$ cat src/hw/sld_pkg.sv
// Package for the serial LED latch driver: constants and carrier structs
package sld_pkg;
  localparam int unsigned SLD_WIDTH = 8;
  // Watchdog timeout in milliseconds, and the system clock rate
  localparam int unsigned SLD_WDOG_MS = 1000;
  localparam int unsigned SLD_CLK_KHZ = 250_000;
  // More than 1 s of silence: the count of 4 ns cycles, an exact product
  localparam int unsigned SLD_WDOG_CYC = SLD_WDOG_MS * SLD_CLK_KHZ;
  localparam logic [7:0] SLD_LATCH_RST = 8'h00;
  localparam logic [7:0] SLD_SHIFT_RST = 8'h00;

  // Serial link pins as seen by the device
  typedef struct packed {
    logic ser_clk;
    logic ser_din;
    logic latch_load_strobe;
  } sld_link_s;

  // Per-output sink status
  typedef struct packed {
    logic [7:0] led_on;
    logic [7:0] open_fault;
  } sld_led_s;
endpackage : sld_pkg

$ cat src/hw/sld_driver.sv
// Serial LED latch driver: shift register, latch, gate, fault, watchdog
`timescale 1ns/1ps
`default_nettype none
// How it works
// Bits on the serial data input shift in, one per serial clock cycle.
// A bit shifted in leaves the serial output eight serial clocks later.
// The load strobe copies all eight shift bits into the output latch.
// The gate input switches all eight outputs together, fast enough for PWM.
// Each output is watched for an open LED without any request.
// The load strobe rising edge puts the fault status in the shift register.
// Captured fault bits leave on the serial output during the next transfer.
// After more than 1 s without interface activity the latch is cleared.
// A watchdog timeout leaves the shift register as it was.
// After a watchdog clear only a later load brings outputs back on.
// The gate is active low; high forces every output off.
// Shift on rising serial clock; latch one means on; edges feed the dog.
module sld_driver
  import sld_pkg::*;
#(
  parameter int unsigned WDOG_CYC = sld_pkg::SLD_WDOG_CYC
) (
  input wire logic ref_clk_i,
  input wire logic rst_n_i,
  input wire sld_pkg::sld_link_s link_i,
  input wire logic out_gate_n_i,
  input wire logic [7:0] led_open_i,
  output logic ser_dout_o,
  output sld_pkg::sld_led_s led_o,
  output logic wdog_fired_o
);
  import sld_pkg::*;

  localparam int unsigned CW = $clog2(WDOG_CYC + 1);

  // Refuse a timeout too short for the end-of-count compare
  if (WDOG_CYC < 2) begin : g_bad_wdog
    $error("sld_driver: WDOG_CYC must be at least 2");
  end

  // Latency from a pin edge: two sync flops, one cycle to act, and one
  // more for the registered outputs. Each serial clock level must last more
  // than one system clock or its edge can be lost; the nominal link rate
  // leaves ample margin. Raw pin levels are never read directly, since
  // they can change at any time against the system clock.
  logic [2:0] link_s;
  logic gate_n_s;
  logic [7:0] open_s;
  logic ser_clk_prev_q;
  logic strobe_prev_q;
  logic [7:0] shift_q;
  logic [7:0] latch_q;
  logic [CW-1:0] wdog_q;
  logic clk_rise;
  logic strobe_rise;
  logic activity;
  logic wdog_expire;

  // Pins from outside cross in through two flops each
  // Gate and open status are pins too, so they share one bundle
  sld_sync #(.WIDTH(3)) u_link_sync (
    .ref_clk_i(ref_clk_i),
    .rst_n_i(rst_n_i),
    .async_i({link_i.ser_clk, link_i.ser_din, link_i.latch_load_strobe}),
    .sync_o(link_s)
  );
  sld_sync #(.WIDTH(9)) u_stat_sync (
    .ref_clk_i(ref_clk_i),
    .rst_n_i(rst_n_i),
    .async_i({out_gate_n_i, led_open_i}),
    .sync_o({gate_n_s, open_s})
  );

  // Edge memory on synchronised levels only
  always_ff @(posedge ref_clk_i) begin
    if (!rst_n_i) begin
      ser_clk_prev_q <= 1'b0;
      strobe_prev_q <= 1'b0;
    end else begin
      ser_clk_prev_q <= link_s[2];
      strobe_prev_q <= link_s[0];
    end
  end

  assign clk_rise = link_s[2] & ~ser_clk_prev_q;
  assign strobe_rise = link_s[0] & ~strobe_prev_q;
  assign activity = clk_rise | (link_s[0] ^ strobe_prev_q);
  assign wdog_expire = (wdog_q == CW'(WDOG_CYC - 1));

  // Shift register; fault capture on the strobe wins over a shift, so a
  // serial bit clocked on the very edge of a load is lost
  always_ff @(posedge ref_clk_i) begin
    if (!rst_n_i) begin
      shift_q <= SLD_SHIFT_RST;
    end else if (strobe_rise) begin
      shift_q <= open_s;
    end else if (clk_rise) begin
      shift_q <= {shift_q[6:0], link_s[1]};
    end
    // No watchdog term here, so a timeout keeps the contents
  end

  // Output latch: a new load beats a timeout in the same cycle
  always_ff @(posedge ref_clk_i) begin
    if (!rst_n_i) begin
      latch_q <= SLD_LATCH_RST;
    end else if (strobe_rise) begin
      latch_q <= shift_q;
    end else if (wdog_expire) begin
      latch_q <= SLD_LATCH_RST;
    end
  end

  // Inactivity counter, restarted by a serial clock rise or either strobe edge; it parks at its end
  // value, so an expired timer keeps the latch clear until the link wakes
  always_ff @(posedge ref_clk_i) begin
    if (!rst_n_i) begin
      wdog_q <= '0;
    end else if (activity) begin
      wdog_q <= '0;
    end else if (!wdog_expire) begin
      wdog_q <= wdog_q + CW'(1);
    end
  end

  // Timeout flag; a timeout on the same edge as fresh activity still
  // counts; the latch was cleared on that edge unless a strobe rise loaded it
  always_ff @(posedge ref_clk_i) begin
    if (!rst_n_i) begin
      wdog_fired_o <= 1'b0;
    end else if (wdog_expire) begin
      wdog_fired_o <= 1'b1;
    end else if (activity) begin
      wdog_fired_o <= 1'b0;
    end
  end

  // Outputs: serial out is the MSB, so a bit needs eight shifts to emerge
  always_ff @(posedge ref_clk_i) begin
    if (!rst_n_i) begin
      ser_dout_o <= 1'b0;
      led_o <= '0;
    end else begin
      ser_dout_o <= shift_q[7];
      // Gate is a plain AND, so PWM edges pass with a fixed three-cycle lag
      led_o.led_on <= gate_n_s ? 8'h00 : latch_q;
      led_o.open_fault <= open_s;
    end
  end

  // Shift path, latch, gate, fault capture and watchdog checks
  shift_out_a: assert property (@(posedge ref_clk_i) disable iff (!rst_n_i)
    clk_rise && !strobe_rise |=>
      shift_q == {$past(shift_q[6:0]), $past(link_s[1])})
    else $error("shift step wrong");
  dout_msb_a: assert property (@(posedge ref_clk_i) disable iff (!rst_n_i)
    1 |=> ser_dout_o == $past(shift_q[7]))
    else $error("serial output not MSB");
  latch_load_a: assert property (@(posedge ref_clk_i) disable iff (!rst_n_i)
    strobe_rise |=> latch_q == $past(shift_q))
    else $error("latch not loaded");
  gate_off_a: assert property (@(posedge ref_clk_i) disable iff (!rst_n_i)
    gate_n_s |=> led_o.led_on == 8'h00)
    else $error("gate did not blank");
  gate_on_a: assert property (@(posedge ref_clk_i) disable iff (!rst_n_i)
    !gate_n_s |=> led_o.led_on == $past(latch_q))
    else $error("outputs ignore latch");
  fault_cap_a: assert property (@(posedge ref_clk_i) disable iff (!rst_n_i)
    strobe_rise |=> shift_q == $past(open_s))
    else $error("fault not captured");
  wdog_clear_a: assert property (@(posedge ref_clk_i) disable iff (!rst_n_i)
    wdog_expire && !activity && !strobe_rise |=> latch_q == 8'h00)
    else $error("watchdog did not clear");
  wdog_keep_a: assert property (@(posedge ref_clk_i) disable iff (!rst_n_i)
    wdog_expire && !activity |=> $stable(shift_q))
    else $error("timeout touched shift");
  wdog_hold_a: assert property (@(posedge ref_clk_i) disable iff (!rst_n_i)
    latch_q == 8'h00 && !strobe_rise |=> latch_q == 8'h00)
    else $error("latch revived unloaded");
  activity_a: assert property (@(posedge ref_clk_i) disable iff (!rst_n_i)
    activity |=> wdog_q == '0)
    else $error("activity missed");

  // Shift idle, watchdog, fault path and load-to-output checks
  shift_idle_a: assert property (@(posedge ref_clk_i) disable iff (!rst_n_i)
    !clk_rise && !strobe_rise |=> $stable(shift_q))
    else $error("shift moved without clock");
  load_out_a: assert property (@(posedge ref_clk_i) disable iff (!rst_n_i)
    strobe_rise && !gate_n_s ##1 !gate_n_s |=>
      led_o.led_on == $past(shift_q, 2))
    else $error("load did not reach outputs");
  fault_out_a: assert property (@(posedge ref_clk_i) disable iff (!rst_n_i)
    1 |=> led_o.open_fault == $past(open_s))
    else $error("open status not shown");
  fault_dout_a: assert property (@(posedge ref_clk_i) disable iff (!rst_n_i)
    strobe_rise |-> ##2 ser_dout_o == $past(open_s[7], 2))
    else $error("fault bit not on serial out");
  fired_set_a: assert property (@(posedge ref_clk_i) disable iff (!rst_n_i)
    wdog_expire |=> wdog_fired_o)
    else $error("timeout flag not set");
  fired_clr_a: assert property (@(posedge ref_clk_i) disable iff (!rst_n_i)
    activity && !wdog_expire |=> !wdog_fired_o)
    else $error("timeout flag not cleared");
  wdog_wait_a: assert property (@(posedge ref_clk_i) disable iff (!rst_n_i)
    !strobe_rise && !wdog_expire |=> $stable(latch_q))
    else $error("latch changed early");
  wdog_park_a: assert property (@(posedge ref_clk_i) disable iff (!rst_n_i)
    wdog_expire && !activity |=> wdog_expire)
    else $error("timer left end value");
  wdog_count_a: assert property (@(posedge ref_clk_i) disable iff (!rst_n_i)
    !activity && !wdog_expire |=> wdog_q == $past(wdog_q) + CW'(1))
    else $error("timer did not count");

  load_c: cover property (@(posedge ref_clk_i) disable iff (!rst_n_i)
    strobe_rise && shift_q != 8'h00);
  fire_c: cover property (@(posedge ref_clk_i) disable iff (!rst_n_i)
    wdog_expire && latch_q != 8'h00);
  pwm_c: cover property (@(posedge ref_clk_i) disable iff (!rst_n_i)
    $fell(gate_n_s) && latch_q != 8'h00);
  shift_c: cover property (@(posedge ref_clk_i) disable iff (!rst_n_i)
    clk_rise && shift_q[7]);
  blank_c: cover property (@(posedge ref_clk_i) disable iff (!rst_n_i)
    $rose(gate_n_s) && latch_q != 8'h00);
endmodule : sld_driver
`default_nettype wire

$ cat src/hw/sld_sync.sv
// Two-flop synchroniser for a bundle of asynchronous levels
`timescale 1ns/1ps
`default_nettype none
module sld_sync #(
  parameter int unsigned WIDTH = 1
) (
  input wire logic ref_clk_i,
  input wire logic rst_n_i,
  input wire logic [WIDTH-1:0] async_i,
  output logic [WIDTH-1:0] sync_o
);
  logic [WIDTH-1:0] meta_q;

  // Refuse an empty bundle at elaboration
  if (WIDTH < 1) begin : g_bad_width
    $error("sld_sync: WIDTH must be at least 1");
  end

  // First stage is read only by the second stage
  always_ff @(posedge ref_clk_i) begin
    if (!rst_n_i) begin
      meta_q <= '0;
      sync_o <= '0;
    end else begin
      meta_q <= async_i;
      sync_o <= meta_q;
    end
  end
endmodule : sld_sync
`default_nettype wire

$ cat config.mk
export PLATFORM = sky130hd
export DESIGN_NAME = sld_driver
export DESIGN_NICKNAME = d
export VERILOG_FILES = /design/src/hw/sld_pkg.sv /design/src/hw/sld_driver.sv /design/src/hw/sld_sync.sv
export SDC_FILE = /design/constraint.sdc
export NUM_CORES = 1
export LEC_CHECK = 0
export BUFFER_PORTS_ARGS = -buffer_cell sky130_fd_sc_hd__buf_2
export CAP_MARGIN = 20
export CORE_ASPECT_RATIO = 0.8
export CORE_MARGIN = 3
export CORE_UTILIZATION = 40
export DETAILED_ROUTE_END_ITERATION = 12
export HOLD_SLACK_MARGIN = 0.02
export PLACE_DENSITY_LB_ADDON = 0.2
export SYNTH_ARGS = -nofsm -noshare
export SYNTH_HDL_FRONTEND = slang
export SYNTH_SLANG_ARGS = --single-unit
$ cat constraint.sdc
create_clock -name ref_clk_i -period 2.81 [get_ports ref_clk_i]
set_clock_uncertainty 0.15 [all_clocks]
set_input_delay 0.281 -clock ref_clk_i [delete_from_list [all_inputs] [get_ports ref_clk_i]]
set_output_delay 0.281 -clock ref_clk_i [all_outputs]
set_load 0.02 [all_outputs]
Word level (Yosys, flattened, before mapping)
Index checks and enable logic that the tools add are counted.
- $add $sub $neg: 1
- multipliers: 0
- div/mod/pow operators: 0
- magnitude comparators: 0
- equal/unequal tests: 1
- shift-type cells: 0
- multiplexer cells: 6
- bitwise gates (word level): 7
- reductions and logical operators: 5
- operator list (kind ; number):
    $mux 8 ; 4
    $add 28x1->28 const B ; 1
    $eq 28x28->1 const B ; 1
    $reduce_bool 2->1 ; 3
    $reduce_or 2->1 ; 2
    $not 1->1 ; 3
    $and 1x1->1 ; 2
    $mux 1 ; 2
    $or 1x1->1 ; 1
    $xor 1x1->1 ; 1
- register bits after elaboration: 88
- bits in latches: 0
- bits in writable memories: 0
- bits in read-only memories: 0
- input bits: 14
- output and inout bits: 18
- logic and storage cells: 33
- memories kept: 0

Depth between registers and ports, before layout
Gate-level depths: netlist of the first run.
- depth after elaboration: 5
- mapped depth: 8
- depth with buffers taken out: 6

By module
Synthesis of the first run repeated with hierarchy kept, for this count alone.
- cells, all modules: 321
- area total of the unflattened synthesis: 3266.9 sq um
- modules (own cells, without submodules) (module ; instances ; cells each ; area each (sq um) ; seq. area each (sq um)):
    sld_driver ; 1 ; 272 ; 2607.5 ; 1281.2
    sld_sync at u_stat_sync ; 1 ; 37 ; 501.7 ; 360.3
    sld_sync at u_link_sync ; 1 ; 12 ; 157.7 ; 120.1

Worst setup path before layout of the first run
OpenSTA, ideal clock, no wires.
- kind: flip-flop to flip-flop
- start point: reg wdog_q[0]
- end point: reg wdog_q[0]
- library setup time: 0.072 ns
- data arrival time: 1.695 ns
- required time: 2.588 ns
- setup slack: 0.893 ns
- stages on the path, launching flop included: 7
- buffers on the path: 1
- period minus slack after synthesis: 1.917 ns
- cell sequence: dfxtp_1 > ha_1 > nand3_1 > nor4_4 > and3_1 > buf_4 > mux2i_1
- cells in the longest elaborated chain, start to end: 1
- elaborated cells on any way between the ends: 2
- those cells by class: add/sub: 1; eq/ne: 1
- ends and longest elaborated chain (item ; line ; RTL):
    from (decl) ; sld_driver.sv:52 ; logic [CW-1:0] wdog_q;
    from (signal assigned) ; sld_driver.sv:121 ; wdog_q <= wdog_q + CW'(1);
    $add 28x1->28 or $eq 28x28->1 (tied branches) ; sld_driver.sv:121, sld_driver.sv:87 ;
Parallel ways exist; a longest one is shown, timed or not.
A chain may end at the register's enable or synchronous reset.

Final worst setup path of the first run
Same ends and word-level chain as after synthesis.

==> out/metrics.cfg, run 1 <==
[status]
status=completed

[global_routing]
grt_use_total=0.149
grt-ovfl-total=0
grt_max_degree=61
first_global_vias=2363
antenna_found_initial=0
grt_pass1_wl_um=11300

[finish]
fin_area_mm2=0.00398
syn2layout_area_growth_pct=15.8
drive_above_1_share=0.150
diodes=0
nets=405

[logic_synthesis]
avgSynthCellArea_um2=9.77
synth_top_cell_by_area=dfxtp_1
ys_ff_latch=88
synthTopCellsByArea=dfxtp_1 (51%), and2_1 (8.0%), mux2i_1 (4.9%)
synth_ff_type=dfxtp_1
synth_edf_count=0
seq_area_frac_synth=0.512
yosysWarnings=0
synth_nets=368
synth.cell_area_mm2=0.00344
ys_types=44
synth_top_area_share=0.512
netlist_instances=352
synthArstFlopShare=0

[worst_setup_path]
cpMaxStageDelayCell=nor4_4
end_kind=register
reg2reg_depth=5
crit_buf_inv=0
critPathRequiredTime_ns=2.95
cp_cell_sequence=ha_1 -> nand3_1 -> nor4_4 -> and3_1 -> mux2i_1
crit_arrival_ns=2.47
reg2reg_slack_ns=0.48
reg2reg_to=wdog_q[0]$_SDFFE_PP0P_
critical-path-top-delay-family=simple AND/OR/NAND/NOR gates
reg2reg_from=wdog_q[0]$_SDFFE_PP0P_
crit_type=reg2reg
cp.depth=5
cp-start-kind=register
critPathLaunch=wdog_q[0]$_SDFFE_PP0P_
worst-path-max-fanout=12
critPathMaxStageDelay_ns=0.50
setup.worst_path.end=wdog_q[0]$_SDFFE_PP0P_

[timing]
worst_slew_pin_slew_ns=0.563
setup_viol=0
rsz0062_at_grt=false
finalSetupTns_ns=0
slew-limit-headroom=0.623
min_period_ns=2.33
max_freq_mhz=430
fin_crit_sh=0.828
final_max_slew_viol_count=0
finalHoldViolCount=0

[placed_design]
dpl_cell_area_mm2=0.00367
routabilityCongestion=0.795
place_hpwl_um=4510
port_buffers=31

[power]
sw_frac_of_total=0.248
ir_worst_vdd_v=0.000298
power_frac_comb=0.055
power_density_mw_per_mm2=570
total_leakage_power_nw=1.58
power_frac_seq=0.572
p_switching_uw=563
clock_power_share=0.373
p_int_mw=1.71
p_total_mw=2.27

[cts]
clkTransAtPathRegs_ns=0.09
cts_buffer_depth=2
cts_max_level=3
clk_latency_ns=0.36
cts_tree=built
post_cts_resized=0
clockRootBuffer=clkbuf_8
postCtsSetupBuffers=0
numCtsBuffers=9
hold_buffers=12
clkSinkCount=88

[detailed_routing]
dr.pass1.iters=4
first_iter_violations=113
drt_wl_total_um=6590
wl_per_cell_um=13.1
postRouteAntennaNets=0
via_count=2537
vias_per_cell=5.05
drcViolationCount=0

[worst_hold_path]
hold_depth=1
hp-class=reg2reg

[floorplan]
initial_core_util=0.423
fp.dieH_um=88.9
core_area_mm2=0.00813
die_w_um=110
die_area_mm2=0.00975
ios=32
rows=29

[job]
cap_violations=0

-- registers in the layout, indices dropped and copies added, names as in the netlist --
signal,cells
ser_clk_prev_q,1
ser_dout_o,1
shift_q,8
u_stat_sync.sync_o,9
led_o,16
u_stat_sync.meta_q,9
u_link_sync.meta_q,3
u_link_sync.sync_o,3
wdog_fired_o,1
latch_q,8
strobe_prev_q,1
wdog_q,28
-- cells by family (layout without fill, tap and decap cells) --
logic type	after synthesis	count (layout)	synth area share
AOI/OAI and AO/OA	37	37	0.0801
xor gates and xnor gates	7	7	0.0178
adders and majority gates	2	2	0.00728
buffers and inverters	24	66	0.0302
DFF	88	88	0.512
muxes	17	17	0.0495
and+or+nand+nor	177	177	0.303
-- Yosys cell counts (all sizes together) (2+ instances only) --
master  number
o21ai        7
nand3b      11
and4         2
or3          9
and3         5
nand3       25
nor4        11
mux2i       17
nand2b       2
ha           2
nand2       30
o31ai        6
inv          2
o211a        9
nor2b        2
or2          3
clkbuf      17
xnor2        6
a21oi        6
nand4        8
nor3         3
and2        44
or4          8
nor2        10
dfxtp       88
buf          5
o211ai       5
nand4b       2
-- power groups by stage --
stage	registers (mW)	clock network [mW]	logic (mW)
floorplan	1.33	0	0.0789
global placement	1.33	0	0.112
detailed placement	1.33	0	0.115
CTS	1.30	0.883	0.128
global route	1.30	0.931	0.144
finish	1.30	0.847	0.126
-- layout by cell type, fill, tap and decap left out, types with 8 or more instances in the layout --
cell type | Yosys | layout
and2_1 | 44 | 44
buf_2 | 2 | 31
clkbuf_8 | 0 | 10
dfxtp_1 | 88 | 88
dlygate4sd3_1 | 0 | 12
mux2i_1 | 17 | 17
nand2_1 | 30 | 30
nand3_1 | 24 | 24
nand3b_1 | 11 | 11
nor2_1 | 10 | 10
nor4_1 | 10 | 10
o211a_1 | 9 | 9
or3_1 | 8 | 8
or4_1 | 8 | 8
-- per-layer routing --
layer	global-route usage	vias to the layer above	part of all wire
li1	-	1327	-
met1	0.206	1151	0.52
met2	0.222	47	0.42
met3	0.0390	12	0.049
met4	0.0578	0	0.016
met5	0	-	0
-- how the worst min path moves through the flow --
| stage | slack [ns] | to | startpoint |
|---|---|---|---|
| floorplan | 0.26 | u_link_sync.meta_q[0]$_SDFF_PN0_ | link_i[0] |
| global placement | 0.27 | u_stat_sync.sync_o[7]$_SDFF_PN0_ | u_stat_sync.meta_q[7]$_SDFF_PN0_ |
| detailed placement | 0.27 | u_stat_sync.sync_o[1]$_SDFF_PN0_ | u_stat_sync.meta_q[1]$_SDFF_PN0_ |
| CTS | 0.29 | u_stat_sync.sync_o[8]$_SDFF_PN0_ | u_stat_sync.meta_q[8]$_SDFF_PN0_ |
| global route | 0.31 | u_link_sync.sync_o[2]$_SDFF_PN0_ | u_link_sync.meta_q[2]$_SDFF_PN0_ |
| finish | 0.29 | u_stat_sync.sync_o[8]$_SDFF_PN0_ | u_stat_sync.meta_q[8]$_SDFF_PN0_ |
-- through the flow --
stage,util,worst slack (ns),cells,hold WS [ns]
global route,0.490,0.276,502,0.306
detailed placement,0.452,0.479,474,0.268
global placement,0.452,0.611,474,0.266
CTS,0.490,0.466,502,0.292
finish,0.490,0.483,502,0.290
floorplan,-,0.893,352,0.258
-- layout make-up --
cell class,instances,area (µm²)
clock buffers,10,138
inverters,2,7.51
well taps,108,135
repair buffers,48,313
clock inverters,6,55.1
multi-input cells,240,1570
fillers,803,4150
flip-flops and latches,88,1760
(Power assumes the default switching activity.)
==> inputs of run 2 (changes only) <==
==> constraint.sdc (replaced) <==
create_clock -name ref_clk_i -period 1.9 [get_ports ref_clk_i]
set_clock_uncertainty 0.15 [all_clocks]
set_input_delay 0.19 -clock ref_clk_i [delete_from_list [all_inputs] [get_ports ref_clk_i]]
set_output_delay 0.19 -clock ref_clk_i [all_outputs]
set_load 0.02 [all_outputs]
==> out/metrics.cfg, run 2 (same netlist as run 1, synthesis figures left out) <==
[detailed_routing]
vias_per_cell=5.02
wl_per_cell_um=13.4
drt_wl_total_um=7110
drcViolationCount=0
dr.pass1.iters=4
first_iter_violations=135
postRouteAntennaNets=0
via_count=2659

[timing]
finalSetupTns_ns=0
holdWs_ns=0.174
fin_crit_sh=0.946
worst_slew_pin_slew_ns=0.425
setup_viol=0
final_max_slew_viol_count=0
max_freq_mhz=557
finalHoldViolCount=0
min_period_ns=1.80
slew-limit-headroom=0.716

[global_routing]
grt-ovfl-total=0
grt_pass1_wl_um=11800
first_global_vias=2405
grt_max_degree=35
antenna_found_initial=0
grt_use_total=0.155

[finish]
reg_top3=wdog_q (28), led_o (16)
syn2layout_area_growth_pct=23.1
diodes=0
regMostFlops=wdog_q
layout_common_cells=dfxtp_1 (85), and2_1 (44), buf_4 (32)
multiInputGateArea_mm2=0.00160
largest_reg_flops=28
fillers=782
nets=433
sequential_cell_area_mm2=0.00177
layout.cells.most_common=dfxtp_1
drive_above_1_share=0.227
fin_area_mm2=0.00423
finalNonFillerCells=530

[power]
power_density_mw_per_mm2=803
sw_frac_of_total=0.252
clock_power_share=0.374
ir_worst_vdd_v=0.000430
power_frac_comb=0.061
p_int_mw=2.54
p_switching_uw=856
p_total_mw=3.40
power_frac_seq=0.566
total_leakage_power_nw=1.73

[placed_design]
routabilityCongestion=0.861
port_buffers=31
place_hpwl_um=4950
dpl.cell_count=502
dpl_cell_area_mm2=0.00389

[worst_setup_path]
cpMaxStageDelayCell=or4_1
cp-start-kind=register
crit_arrival_ns=1.90
cp_cell_sequence=and4_1 -> nand2_1 -> or4_1 -> mux2i_1
worst-path-max-fanout=9
critPathMaxStageDelay_ns=0.50
critPathRequiredTime_ns=2.00
end_kind=register
crit_type=reg2reg

[status]
status=completed

[floorplan]
core_area_mm2=0.00813
ios=32
die_w_um=110
die_area_mm2=0.00975
initial_core_util=0.423
rows=29
fp.dieH_um=88.9

[cts]
cts_buffer_depth=2
cts_tree=built
clkTransAtPathRegs_ns=0.10
clkSinkCount=88
cts_max_level=3
clk_latency_ns=0.36
numCtsBuffers=9
clockRootBuffer=clkbuf_8

[job]
cap_violations=0

[worst_hold_path]
hp-class=in2reg

==> run 2: cell count changes in the layout (fill, tap and decap cells not counted), sizes merged <==
cell      delta
inv          -1
buf         +28
clkinvlp     +1
==> run 2: power by group through the flow <==
stage	clock network, mW	registers, mW	logic, mW
after floorplan	0	1.96	0.117
after global placement	0	1.96	0.182
after detailed placement	0	1.97	0.186
after CTS	1.31	1.92	0.205
after global routing	1.39	1.93	0.229
final	1.27	1.92	0.206
==> run 2: routing by layer <==
layer / vias up / routed length [µm] / track usage / part of all wire
met5: - / 0 / 0 / 0
met4: 0 / 70 / 0.0453 / 0.0098
met3: 7 / 445 / 0.0505 / 0.063
met2: 69 / 2720 / 0.207 / 0.38
met1: 1202 / 3870 / 0.235 / 0.54
li1: 1381 / - / - / -
==> run 2: path summary, 6_finish.rpt <==
path                                                        from                          endpoint  slack (ns)  cells after the start
worst max-delay path                      wdog_q[7]$_SDFFE_PP0P_           wdog_q[23]$_SDFFE_PP0P_        0.10                      4
worst min-delay path                                     rst_n_i           shift_q[5]$_SDFFE_PN0P_        0.17                      3
worst max register to register            wdog_q[7]$_SDFFE_PP0P_           wdog_q[23]$_SDFFE_PP0P_        0.10                      4
worst min register to register  u_stat_sync.meta_q[3]$_SDFF_PN0_  u_stat_sync.sync_o[3]$_SDFF_PN0_        0.28                      1
==> run 2: final cells by class <==
class                   instances  share of cell area
flip-flops and latches         88               0.417
inverters                       2             0.00177
well taps                     108              0.0319
repair buffers                 76               0.126
clock inverters                 6              0.0133
multi-input cells             240               0.377
clock buffers                  10              0.0325
==> run 2: through the flow <==
stage	worst slack, ns	utilization
after floorplan	0.0992	-
after CTS	0.0146	0.518
after detailed placement	0.0413	0.479
final	0.103	0.521
after global placement	0.0527	0.479
after global routing	-0.00160	0.521
==> run 2: critical path, delay by kind of cell (launching register included) <==
kind             cells  cell delay, ns
flip-flops           1            0.49
multiplexers         1            0.13
AND/OR/NAND/NOR      3            0.92
==> run 2: what timing repair did <==
action,CTS,global route
resized for setup,0,9
endpoints found under the hold margin,12,0
hold buffers,12,0
endpoints found under the setup margin,0,13
setup buffers,0,0
==> inputs of run 3 (changes only) <==
--- a/config.mk
+++ b/config.mk
@@ -5,7 +5,7 @@
 export SDC_FILE = /design/constraint.sdc
 export NUM_CORES = 1
 export LEC_CHECK = 0
-export BUFFER_PORTS_ARGS = -buffer_cell sky130_fd_sc_hd__buf_2
+export BUFFER_PORTS_ARGS = -buffer_cell sky130_fd_sc_hd__buf_4
 export CAP_MARGIN = 20
 export CORE_ASPECT_RATIO = 0.8
 export CORE_MARGIN = 3
==> out/metrics.cfg, run 3 (same netlist as run 1, synthesis figures left out) <==
[detailed_routing]
vias_per_cell=5.10
drcViolationCount=0
highest_layer=met4
postRouteAntennaNets=0
first_iter_violations=119
wl_met1_um=3790
wl_met3_um=465
dr.pass1.iters=4
drt_wl_total_um=7260
wl_per_cell_um=13.8
wl_met2_um=2900
via_count=2681

[finish]
fillers=748
fin_area_mm2=0.00435
layout_common_cells=dfxtp_1 (78), buf_4 (58), and2_1 (44)
layout.cells.most_common=dfxtp_1
sequential_cell_area_mm2=0.00177
nets=429
syn2layout_area_growth_pct=26.6
regMostFlops=wdog_q
diodes=0
finalNonFillerCells=526
drive_above_1_share=0.246
multiInputGateArea_mm2=0.00164
largest_reg_flops=28
reg_top3=wdog_q (28), led_o (16)

[global_routing]
grt_pass1_wl_um=12000
grt_max_degree=49
grt_use_total=0.161
antenna_found_initial=0
first_global_vias=2368
grt-ovfl-total=0

[timing]
min_period_ns=1.82
finalHoldViolCount=0
final_max_slew_viol_count=0
slew-limit-headroom=0.737
holdWs_ns=0.128
fin_crit_sh=0.957
worst_slew_pin_slew_ns=0.391
setup_viol=0
max_freq_mhz=550

[floorplan]
die_w_um=110
rows=29
die_area_mm2=0.00975
core_area_mm2=0.00813
initial_core_util=0.423
ios=32
fp.dieH_um=88.9

[cts]
clk_latency_ns=0.35
clkTransAtPathRegs_ns=0.09
clkSinkCount=88
numCtsBuffers=9
cts_max_level=3
cts_buffer_depth=2
cts_tree=built
clockRootBuffer=clkbuf_8

[worst_setup_path]
critPathMaxStageDelay_ns=0.32
crit_type=reg2reg
worst-path-max-fanout=10
reg2reg_from=strobe_prev_q$_SDFF_PN0_
end_kind=register
reg2reg_depth=7
crit_arrival_ns=1.96
reg2reg_to=wdog_q[7]$_SDFFE_PP0P_
reg2reg_slack_ns=0.08
critPathLaunch=strobe_prev_q$_SDFF_PN0_
setup.worst_path.end=wdog_q[7]$_SDFFE_PP0P_
cp-start-kind=register
cpMaxStageDelayCell=dfxtp_2
cp_cell_sequence=inv_1 -> ha_4 -> nand2_2 -> or2_4 -> buf_4 -> nor4_1 -> a311o_2
critPathRequiredTime_ns=2.05

[placed_design]
port_buffers=31
dpl.cell_count=497
place_hpwl_um=4900
dpl_cell_area_mm2=0.00395
routabilityCongestion=0.841

[job]
cap_violations=0

[power]
power_density_mw_per_mm2=798
total_leakage_power_nw=1.72
ir_worst_vdd_v=0.000453

[worst_hold_path]
hp-class=in2reg

[status]
status=completed

==> run 3: area by class of cell <==
type | count | area share
multi-input cells | 240 | 0.376
well taps | 108 | 0.0310
clock inverters | 6 | 0.0175
clock buffers | 10 | 0.0293
repair buffers | 72 | 0.137
inverters | 2 | 0.00172
flip-flops and latches | 88 | 0.408
==> run 3: metal layers <==
layer | vias up | global-route usage
met5 | - | 0
met4 | 0 | 0.0623
met1 | 1227 | 0.245
li1 | 1372 | -
met3 | 13 | 0.0440
met2 | 69 | 0.213
==> run 3: how the worst min path moves through the flow <==
stage | slack [ns] | end | startpoint | cells past startpoint
floorplan | 0.17 | u_link_sync.meta_q[0]$_SDFF_PN0_ | link_i[0] | 1
global placement | 0.25 | u_stat_sync.meta_q[3]$_SDFF_PN0_ | led_open_i[3] | 2
detailed placement | 0.25 | u_stat_sync.meta_q[5]$_SDFF_PN0_ | led_open_i[5] | 2
global route | 0.13 | u_stat_sync.sync_o[8]$_SDFF_PN0_ | rst_n_i | 3
finish | 0.13 | wdog_fired_o$_SDFFE_PN0P_ | rst_n_i | 3
CTS | 0.10 | wdog_fired_o$_SDFFE_PN0P_ | rst_n_i | 3
==> run 3: what timing repair did <==
action | CTS | global route
gates resized for setup | 1 | 22
hold endpoints to repair | 12 | 0
hold buffers | 12 | 0
setup endpoints to repair | 1 | 26
pin swaps | 0 | 1
buffers inserted | 0 | 1
==> run 3: worst max-delay path: cells and delay by family (launching register included) <==
| family | cells | cell delay [ns] |
|---|---|---|
| buf+inv | 2 | 0.23 |
| compound gates | 1 | 0.16 |
| flops | 1 | 0.32 |
| fa+ha+maj | 1 | 0.26 |
| simple gates | 3 | 0.63 |
==> run 3: report_power, final <==
part,total (mW),switching [mW],internal (mW)
Sequential,1.93,0.0303,1.90
Clock,1.32,0.696,0.629
Combinational,0.222,0.105,0.117
Total,3.47,0.831,2.64
==> run 3: stage by stage <==
stage	total power, mW	setup slack, ns	TNS (ns)	util
after floorplan	2.08	0.0992	0	-
final	3.47	0.0817	0	0.536
after detailed placement	2.16	0.0347	0	0.485
after CTS	3.50	0.00317	0	0.525
after global placement	2.16	0.0689	0	0.485
after global routing	3.62	-0.0142	-0.0184	0.536
